<file path="src/inc/pcm_consts.svh">
// Constants for the port C upper-pin mux and analog-select block.
// Assumes inclusion by bare name from the package and the top-level design file.
`ifndef PCM_CONSTS_SVH
`define PCM_CONSTS_SVH

// ----------------------------------------
// Register byte offsets on APB
// ----------------------------------------
`define PCM_OFF_LEVELS 8'h00
`define PCM_OFF_LATCH 8'h04
`define PCM_OFF_DIR 8'h08
`define PCM_OFF_ANS_LO 8'h0c
`define PCM_OFF_ANS_HI 8'h10

// ----------------------------------------
// Reset values and implemented-bit masks
// ----------------------------------------
`define PCM_DIR_RST 8'hff
`define PCM_LAT_RST 8'h00
`define PCM_ANS_LO_RST 8'hf8
`define PCM_ANS_HI_RST 8'h0f
`define PCM_ANS_LO_MASK 8'hf8
`define PCM_ANS_HI_MASK 8'h0f
`define PCM_NO_BITS 8'h00

// ----------------------------------------
// Bit positions
// ----------------------------------------
`define PCM_P5 5
`define PCM_P6 6
`define PCM_P7 7
`define PCM_L5 0
`define PCM_L6 1
`define PCM_L7 2
`define PCM_ANS_C6 0
`define PCM_ANS_C7 1
`define PCM_ANS_LO_TOP 7
`define PCM_ANS_LO_BOT 3
`define PCM_ANS_HI_TOP 3
`define PCM_NPINS 3

`endif

</file>
<file path="src/inc/pcm_pkg.sv">
// Types shared by the port C pin-mux block.
// Assumes the constants header sits on the include path.
`include "pcm_consts.svh"

package pcm_pkg;

    typedef enum logic [2:0]
    {
        PCM_SEL_LEVELS,
        PCM_SEL_LATCH,
        PCM_SEL_DIR,
        PCM_SEL_ANS_LO,
        PCM_SEL_ANS_HI,
        PCM_SEL_NONE
    } pcm_reg_sel_t;

    function automatic pcm_reg_sel_t pcm_decode(input logic [7:0] addr);
        pcm_reg_sel_t sel;
        sel = PCM_SEL_NONE;
        unique case (addr)
            `PCM_OFF_LEVELS: sel = PCM_SEL_LEVELS;
            `PCM_OFF_LATCH: sel = PCM_SEL_LATCH;
            `PCM_OFF_DIR: sel = PCM_SEL_DIR;
            `PCM_OFF_ANS_LO: sel = PCM_SEL_ANS_LO;
            `PCM_OFF_ANS_HI: sel = PCM_SEL_ANS_HI;
            default: sel = PCM_SEL_NONE;
        endcase
        return sel;
    endfunction : pcm_decode

endpackage : pcm_pkg

</file>
<file path="src/logic/pcm_pin_mux.sv">
// Output select and drive enable for one port pin.
// Assumes all controls come from logic on the same clock.
`timescale 1ns/1ps

module pcm_pin_mux
(
    input wire logic dir_in,
    input wire logic latch_bit,
    input wire logic per_en,
    input wire logic per_val,
    input wire logic per_tri,
    input wire logic osc_own,
    output logic drive_val,
    output logic drive_en
);

    // Peripheral data wins over the latch when enabled
    assign drive_val = per_en ? per_val : latch_bit;
    // Oscillator and shutdown tri-state override the direction bit
    assign drive_en = !dir_in && !osc_own && !per_tri;

endmodule : pcm_pin_mux

</file>
<file path="src/logic/pcm_sync.sv">
// Two-stage synchroniser for pin levels.
// Assumes the inputs are asynchronous to clk.
`timescale 1ns/1ps

module pcm_sync
#(
    parameter int WIDTH = 3
)
(
    input wire logic clk,
    input wire logic rst_n,
    input wire logic [WIDTH-1:0] async_in,
    output logic [WIDTH-1:0] sync_out
);

    logic [WIDTH-1:0] meta_reg;

    if (WIDTH < 1)
        $error("pcm_sync: WIDTH must be at least one");

    always_ff @(posedge clk or negedge rst_n)
    begin
        if (!rst_n)
        begin
            meta_reg <= '0;
            sync_out <= '0;
        end
        else
        begin
            meta_reg <= async_in;
            sync_out <= meta_reg;
        end
    end

endmodule : pcm_sync

</file>
<file path="src/logic/pcm_top.sv">
// Port C upper pins (5..7): direction, latch, peripheral overrides,
// analog-select control, APB register access.
// Assumes APB master on MCLK; peripheral controls come from MCLK logic;
// pin levels arrive asynchronously.
`timescale 1ns/1ps
`include "pcm_consts.svh"

module pcm_top
    import pcm_pkg::*;
#(
    parameter int ADDR_W = 8
)
(
    input wire logic MCLK,
    input wire logic RESET_N,
    input wire logic PSEL,
    input wire logic PENABLE,
    input wire logic PWRITE,
    input wire logic [ADDR_W-1:0] PADDR,
    input wire logic [31:0] PWDATA,
    output logic [31:0] PRDATA,
    output logic PREADY,
    output logic PSLVERR,
    input wire logic [2:0] PIN_IN,
    output logic [2:0] PIN_OUT,
    output logic [2:0] PIN_OE,
    input wire logic CCP_OUT_EN,
    input wire logic CCP_OUT,
    input wire logic PWM_A_EN,
    input wire logic PWM_A,
    input wire logic PWM_SHUTDOWN,
    input wire logic SPI_ACTIVE,
    input wire logic SPI_SDO,
    input wire logic TOSC_EN,
    output logic CAPTURE_IN,
    output logic FIRST_TIMER_CNT,
    output logic SHARED_TIMER_CNT,
    output logic SLAVE_SEL_N,
    output logic TOSC_PINS_ACTIVE,
    output logic [1:0] CONV_CH_READY,
    output logic [4:0] ANALOG_SEL_LOW,
    output logic [3:0] ANALOG_SEL_HIGH
);

    if (ADDR_W < 8)
        $error("pcm_top: ADDR_W must be at least 8");

    // ----------------------------------------
    // Storage and wires
    // ----------------------------------------
    logic [7:0] latch_reg, dir_reg, ans_lo_reg, ans_hi_reg, levels, rd_next;
    logic [2:0] pin_sync, dig_in, in_off, dir_bits, lat_bits, drv_val, drv_en;
    logic [2:0] per_en, per_val, per_tri, osc_own;
    logic pready_reg, acc, wr_hit;
    pcm_reg_sel_t sel;

    // ----------------------------------------
    // Pin input synchronisation
    // ----------------------------------------
    pcm_sync #(.WIDTH(`PCM_NPINS)) u_sync
    (
        .clk(MCLK),
        .rst_n(RESET_N),
        .async_in(PIN_IN),
        .sync_out(pin_sync)
    );

    // Buffer off when analog-selected or owned by the oscillator
    assign in_off[`PCM_L5] = 1'b0;
    assign in_off[`PCM_L6] = ans_hi_reg[`PCM_ANS_C6] | TOSC_EN;
    assign in_off[`PCM_L7] = ans_hi_reg[`PCM_ANS_C7] | TOSC_EN;
    assign dig_in = pin_sync & ~in_off;

    // ----------------------------------------
    // Per-pin output mux
    // ----------------------------------------
    assign dir_bits = dir_reg[`PCM_P7:`PCM_P5];
    assign lat_bits = latch_reg[`PCM_P7:`PCM_P5];

    // Channel A takes precedence over the compare output when both run
    assign per_en[`PCM_L5] = PWM_A_EN | CCP_OUT_EN;
    assign per_val[`PCM_L5] = PWM_A_EN ? PWM_A : CCP_OUT;
    assign per_tri[`PCM_L5] = PWM_A_EN & PWM_SHUTDOWN;
    assign osc_own[`PCM_L5] = 1'b0;
    assign per_en[`PCM_L6] = 1'b0;
    assign per_val[`PCM_L6] = 1'b0;
    assign per_tri[`PCM_L6] = 1'b0;
    assign osc_own[`PCM_L6] = TOSC_EN;
    assign per_en[`PCM_L7] = SPI_ACTIVE;
    assign per_val[`PCM_L7] = SPI_SDO;
    assign per_tri[`PCM_L7] = 1'b0;
    assign osc_own[`PCM_L7] = TOSC_EN;

    for (genvar i = 0; i < `PCM_NPINS; i++)
    begin : g_pin
        pcm_pin_mux u_mux
        (
            .dir_in(dir_bits[i]),
            .latch_bit(lat_bits[i]),
            .per_en(per_en[i]),
            .per_val(per_val[i]),
            .per_tri(per_tri[i]),
            .osc_own(osc_own[i]),
            .drive_val(drv_val[i]),
            .drive_en(drv_en[i])
        );
    end

    // Registered so every top output comes from a flop
    always_ff @(posedge MCLK or negedge RESET_N)
    begin
        if (!RESET_N)
        begin
            PIN_OUT <= 3'h0;
            PIN_OE <= 3'h0;
        end
        else
        begin
            PIN_OUT <= drv_val;
            PIN_OE <= drv_en;
        end
    end

    // ----------------------------------------
    // Peripheral inputs from the pins
    // ----------------------------------------
    always_ff @(posedge MCLK or negedge RESET_N)
    begin
        if (!RESET_N)
        begin
            CAPTURE_IN <= 1'b0;
            FIRST_TIMER_CNT <= 1'b0;
            SHARED_TIMER_CNT <= 1'b0;
            SLAVE_SEL_N <= 1'b1;
            TOSC_PINS_ACTIVE <= 1'b0;
            CONV_CH_READY <= 2'h0;
        end
        else
        begin
            CAPTURE_IN <= dir_bits[`PCM_L5] & dig_in[`PCM_L5];
            FIRST_TIMER_CNT <= dir_bits[`PCM_L5] & dig_in[`PCM_L5];
            SHARED_TIMER_CNT <= dir_bits[`PCM_L6] & dig_in[`PCM_L6];
            // Deselected while pin 6 drives out
            SLAVE_SEL_N <= !dir_bits[`PCM_L6] | dig_in[`PCM_L6];
            TOSC_PINS_ACTIVE <= TOSC_EN;
            CONV_CH_READY <= dir_bits[`PCM_L7:`PCM_L6];
        end
    end

    // ----------------------------------------
    // APB slave
    // ----------------------------------------
    // One wait state: PREADY rises on the second access cycle
    assign acc = PSEL && PENABLE;
    assign sel = pcm_decode(PADDR[7:0]);
    assign wr_hit = acc && pready_reg && PWRITE;
    assign levels = {dig_in, 5'h00};

    always_comb
    begin
        rd_next = `PCM_NO_BITS;
        unique case (sel)
            PCM_SEL_LEVELS: rd_next = levels;
            PCM_SEL_LATCH: rd_next = latch_reg;
            PCM_SEL_DIR: rd_next = dir_reg;
            PCM_SEL_ANS_LO: rd_next = ans_lo_reg;
            PCM_SEL_ANS_HI: rd_next = ans_hi_reg;
            PCM_SEL_NONE: rd_next = `PCM_NO_BITS;
        endcase
    end

    always_ff @(posedge MCLK or negedge RESET_N)
    begin
        if (!RESET_N)
        begin
            pready_reg <= 1'b0;
            PRDATA <= 32'h0;
            PSLVERR <= 1'b0;
        end
        else if (acc && !pready_reg)
        begin
            pready_reg <= 1'b1;
            PRDATA <= PWRITE ? 32'h0 : {24'h0, rd_next};
            PSLVERR <= (sel == PCM_SEL_NONE);
        end
        else
        begin
            pready_reg <= 1'b0;
            PSLVERR <= 1'b0;
        end
    end
    assign PREADY = pready_reg;

    // ----------------------------------------
    // Software-written registers
    // ----------------------------------------
    always_ff @(posedge MCLK or negedge RESET_N)
    begin
        if (!RESET_N)
            latch_reg <= `PCM_LAT_RST;
        else if (wr_hit && (sel == PCM_SEL_LATCH || sel == PCM_SEL_LEVELS))
            latch_reg <= PWDATA[7:0];
    end
    always_ff @(posedge MCLK or negedge RESET_N)
    begin
        if (!RESET_N)
            dir_reg <= `PCM_DIR_RST;
        else if (wr_hit && sel == PCM_SEL_DIR)
            dir_reg <= PWDATA[7:0];
    end
    always_ff @(posedge MCLK or negedge RESET_N)
    begin
        if (!RESET_N)
            ans_lo_reg <= `PCM_ANS_LO_RST;
        else if (wr_hit && sel == PCM_SEL_ANS_LO)
            ans_lo_reg <= PWDATA[7:0] & `PCM_ANS_LO_MASK;
    end
    always_ff @(posedge MCLK or negedge RESET_N)
    begin
        if (!RESET_N)
            ans_hi_reg <= `PCM_ANS_HI_RST;
        else if (wr_hit && sel == PCM_SEL_ANS_HI)
            ans_hi_reg <= PWDATA[7:0] & `PCM_ANS_HI_MASK;
    end

    // Buffer disables; ANALOG_SEL_HIGH bits 1:0 are pins 7 and 6 of this block, the rest pins outside it
    assign ANALOG_SEL_LOW =
        ans_lo_reg[`PCM_ANS_LO_TOP:`PCM_ANS_LO_BOT];
    assign ANALOG_SEL_HIGH = ans_hi_reg[`PCM_ANS_HI_TOP:0];
endmodule : pcm_top
</file>
<file path="config.mk">
export PLATFORM = sky130hd
export DESIGN_NAME = pcm_top
export DESIGN_NICKNAME = d
export VERILOG_FILES = /design/src/inc/pcm_pkg.sv /design/src/logic/pcm_pin_mux.sv /design/src/logic/pcm_sync.sv /design/src/logic/pcm_top.sv
export VERILOG_INCLUDE_DIRS = /design/src /design/src/inc
export SDC_FILE = /design/constraint.sdc
export NUM_CORES = 1
export LEC_CHECK = 0
export ABC_AREA = 1
export BUFFER_PORTS_ARGS = -buffer_cell sky130_fd_sc_hd__buf_4
export CAP_MARGIN = 40
export CELL_PAD_IN_SITES_DETAIL_PLACEMENT = 0
export CELL_PAD_IN_SITES_GLOBAL_PLACEMENT = 1
export CORE_UTILIZATION = 36
export DETAILED_ROUTE_END_ITERATION = 10
export MAX_ROUTING_LAYER = met4
export PLACE_DENSITY_LB_ADDON = 0.2
export SLEW_MARGIN = 20
export SYNTH_ARGS = -nofsm -noshare
export SYNTH_HDL_FRONTEND = slang
export SYNTH_SLANG_ARGS = --single-unit
</file>
<file path="constraint.sdc">
create_clock -name MCLK -period 3.35 [get_ports MCLK]
set_clock_uncertainty 0.05 [all_clocks]
set_input_delay 0.67 -clock MCLK [delete_from_list [all_inputs] [get_ports MCLK]]
set_output_delay 0.67 -clock MCLK [all_outputs]
set_load 0.02 [all_outputs]
</file>
==> flow_metrics.py <==
metrics = {
    "place": {
        "detailedPlacementHpwl_mm": 3.81,
        "port_buffers": 63,
        "place.gp.congestion": 0.804,
    },
    "synth": {
        "distinct_cells_synth": 26,
        "yosys_warnings": 0,
        "flip_flop_and_latch_count_after_synthesis": 53,
        "syn_avg_cell_area_sq_um": 9.36,
        "ys_seq_area_frac": 0.548,
        "synth_cells": 263,
        "synth_enable_flop_cells": 0,
        "synth-main-ff-cell": "sky130_fd_sc_hd__dfrtp_1",
        "synth-async-reset-ratio": 1.00,
        "synth_area_sq_um": 2460,
    },
    "floorplanning": {
        "ioPinCount": 112,
        "fp.dieW_um": 84.7,
        "fp.dieArea_sq_um": 7170,
        "die_height_um": 84.7,
        "coreArea_sq_um": 6460,
        "placementRows": 29,
        "initial_core_util": 0.381,
    },
    "pwr": {
        "cellInternalPower_w": 0.000842,
        "total_switching_power_w": 0.000284,
        "ir_drop_v": 0.000116,
        "power.share.switching": 0.253,
        "sequentialPowerShare": 0.585,
        "share_clk_of_total_power": 0.306,
        "fin_total_pwr_w": 0.00113,
        "cellLeakagePower_nw": 1.56,
        "comb_power_share": 0.110,
        "powerDensity_nw_per_um2": 380,
    },
    "run_status": {
        "outcome": "finished clean",
    },
    "cts": {
        "numCtsBuffers": 5,
        "cts_hold_buf": 0,
        "clk_root_buffer_cell": "sky130_fd_sc_hd__clkbuf_8",
        "cts.repair.resized": 0,
        "h-tree-depth": 2,
        "clkSlewWorstSetupHoldPaths_ns": 0.08,
        "clk_path_buf_depth": 2,
        "clock_latency_ns": 0.30,
        "numClockSinks": 53,
        "number_of_buffers_inserted_by_post_cts_setup_repair": 0,
        "tritoncts_clock_tree": "yes",
    },
    "setup_path": {
        "critical_path.endpoint_type": "register",
        "timing.critical_path.max_delay_family": "simple AND/OR/NAND/NOR gates",
        "critPathSlowestCell": "sky130_fd_sc_hd__nor2_2",
        "arrival_ns": 1.91,
        "worst-path-max-fanout": 16,
        "critical-path-top-cell-by-count": "sky130_fd_sc_hd__nand2_1",
        "critical-path-max-stage-delay_ns": 0.42,
        "critPathKind": "in2reg",
        "worstPathCellList": "buf_4, nor2_1, nand2_1, nor2_2, nand3_4, nand2_1, o21ai_0",
        "path_buf_inv": 1,
        "crit_path_start_kind": "input pin",
        "timing.critical_path.required_ns": 3.48,
    },
    "layout": {
        "final_layout_size_suffix_gt1_frac": 0.330,
        "fin_nets": 382,
        "antenna_cells": 0,
        "areaGrowthSynthToFinish_pct": 20.5,
    },
    "detailed_routing": {
        "routed_wire_length_per_instance_um": 12.9,
        "dr_total_vias": 1838,
        "firstDrtPassIters": 6,
        "drt_first_iter_violations": 60,
        "postRouteWirelength_mm": 5.21,
        "drt_drc_violations_left": 0,
        "postRouteAntennaNets": 0,
        "avgViaCountPerCell": 4.55,
    },
    "global_routing": {
        "antenna_found_initial": 0,
        "gr-usage-met2": 0.244,
        "globalRouteMet1Util": 0.206,
        "wire_length_of_the_first_global_routing_pass_mm": 8.54,
        "maximum_number_of_pins_on_one_net_before_global_route_repair": 54,
        "grt_pass1_vias": 1754,
        "globalRouteOverflowTotal": 0,
        "grtUsageTotal": 0.160,
        "global_route.usage.met3": 0.0334,
        "gr-max-usage-layer": "met2",
    },
    "timing": {
        "setup_violations": 0,
        "fmaxAchievable_ghz": 0.564,
        "hold_viol_final": 0,
        "period_share": 0.530,
        "slew_headroom": 0.571,
        "grt_setup_unrepaired": "no",
        "tightest_slew_ns": 0.643,
        "totalNegativeSetupSlack_ns": 0,
        "final_period_minus_worst_setup_slack_ns": 1.77,
        "minimum_hold_slack_ns": 0.303,
        "timing_max_transition_violations_final": 0,
    },
    "hold_path": {
        "hold_class": "reg2reg",
    },
    "run": {
        "max_cap_violations": 0,
    },
}
==> worst reg2reg max path: cells and delay by family, from the launching register on <==
family                 cells  cell delay, ns
buffers and inverters      2            0.32
AND/OR/NAND/NOR            5            0.67
flip-flops                 1            0.42
==> cell type report <==
type	instances	area [sq um]
inverters	23	86.3
well taps	77	96.3
clock inverters	1	5.00
clock buffers	7	76.3
flip-flops and latches	53	1350
repair buffers	63	473
multi-input cells	180	881
fillers	644	3490
==> routing by layer <==
metal  vias to the layer above  routed length, um
li1                        917                  -
met1                       850               2390
met2                        58               2420
met3                        13                266
met4                         0                130
met5                         -                  0
==> final timing paths <==
check	startpoint	endpoint	slack (ns)	cells past startpoint
max	PADDR[7]	latch_reg[4]	1.58	7
min	u_sync.meta_reg[1]	u_sync.sync_out[1]	0.30	0
max reg2reg	PREADY	PRDATA[0]	1.83	7
min reg2reg	u_sync.meta_reg[1]	u_sync.sync_out[1]	0.30	0
max in group asynchronous	RESET_N	u_sync.sync_out[2]	2.48	1
min in group asynchronous	RESET_N	PIN_OUT[0]	0.33	1
==> power by group through the flow <==
stage / sequential [W] / clock [W] / combinational, W
6_report: 0.000659 / 0.000344 / 0.000123
5_1_grt: 0.000660 / 0.000382 / 0.000138
4_1_cts: 0.000659 / 0.000357 / 0.000125
3_5_place_dp: 0.000671 / 0 / 0.000125
3_3_place_gp: 0.000671 / 0 / 0.000125
2_1_floorplan: 0.000679 / 0 / 0.0000759
==> synthesized netlist by cell type (2+ instances only) <==
cell / instances / area (sq um)
sky130_fd_sc_hd__nand2_1: 55 / 206
sky130_fd_sc_hd__dfrtp_1: 35 / 876
sky130_fd_sc_hd__nand3_1: 30 / 150
sky130_fd_sc_hd__buf_4: 27 / 203
sky130_fd_sc_hd__nor2_1: 23 / 86.3
sky130_fd_sc_hd__dfstp_2: 18 / 473
sky130_fd_sc_hd__inv_1: 18 / 67.6
sky130_fd_sc_hd__a21oi_1: 11 / 55.1
sky130_fd_sc_hd__o21ai_0: 11 / 55.1
sky130_fd_sc_hd__inv_2: 5 / 18.8
sky130_fd_sc_hd__o21ai_1: 5 / 25.0
sky130_fd_sc_hd__nand2_2: 3 / 18.8
sky130_fd_sc_hd__nand3_4: 3 / 52.6
sky130_fd_sc_hd__nor2_2: 3 / 18.8
sky130_fd_sc_hd__nor2_4: 3 / 33.8
sky130_fd_sc_hd__o211ai_1: 2 / 15.0
sky130_fd_sc_hd__o31ai_1: 2 / 15.0
==> cell families after synthesis <==
logic type / after synthesis / synth area share
and+or+nand+nor: 123 / 0.246
muxes: 1 / 0.00457
DFF: 53 / 0.548
other: 1 / 0.00152
AOI/OAI and AO/OA: 32 / 0.0706
buffers and inverters: 53 / 0.130
==> per-stage QoR <==
| stage | std cells | util | setup slack, ns | instance area (sq um) |
|---|---|---|---|---|
| 3_3_place_gp | 396 | 0.447 | 1.28 | 2890 |
| 4_1_cts | 404 | 0.459 | 1.58 | 2970 |
| 3_5_place_dp | 396 | 0.447 | 1.26 | 2890 |
| 2_1_floorplan | 286 | - | 1.78 | 2550 |
| 6_report | 404 | 0.459 | 1.58 | 2970 |
| 5_1_grt | 404 | 0.459 | 1.39 | 2970 |
==> cells in the final DEF (no fill, tap or decap), types with 5 or more instances in the layout <==
master	Yosys	routed
sky130_fd_sc_hd__o21ai_0	11	11
sky130_fd_sc_hd__nand2_1	55	55
sky130_fd_sc_hd__inv_1	18	18
sky130_fd_sc_hd__buf_4	27	63
sky130_fd_sc_hd__dfstp_2	18	18
sky130_fd_sc_hd__nor2_1	23	23
sky130_fd_sc_hd__nand3_1	30	30
sky130_fd_sc_hd__conb_1	1	24
sky130_fd_sc_hd__dfrtp_1	35	35
sky130_fd_sc_hd__inv_2	5	5
sky130_fd_sc_hd__o21ai_1	5	5
sky130_fd_sc_hd__clkbuf_8	0	5
sky130_fd_sc_hd__a21oi_1	11	11
No activity file was read; power rests on OpenSTA's default activity.
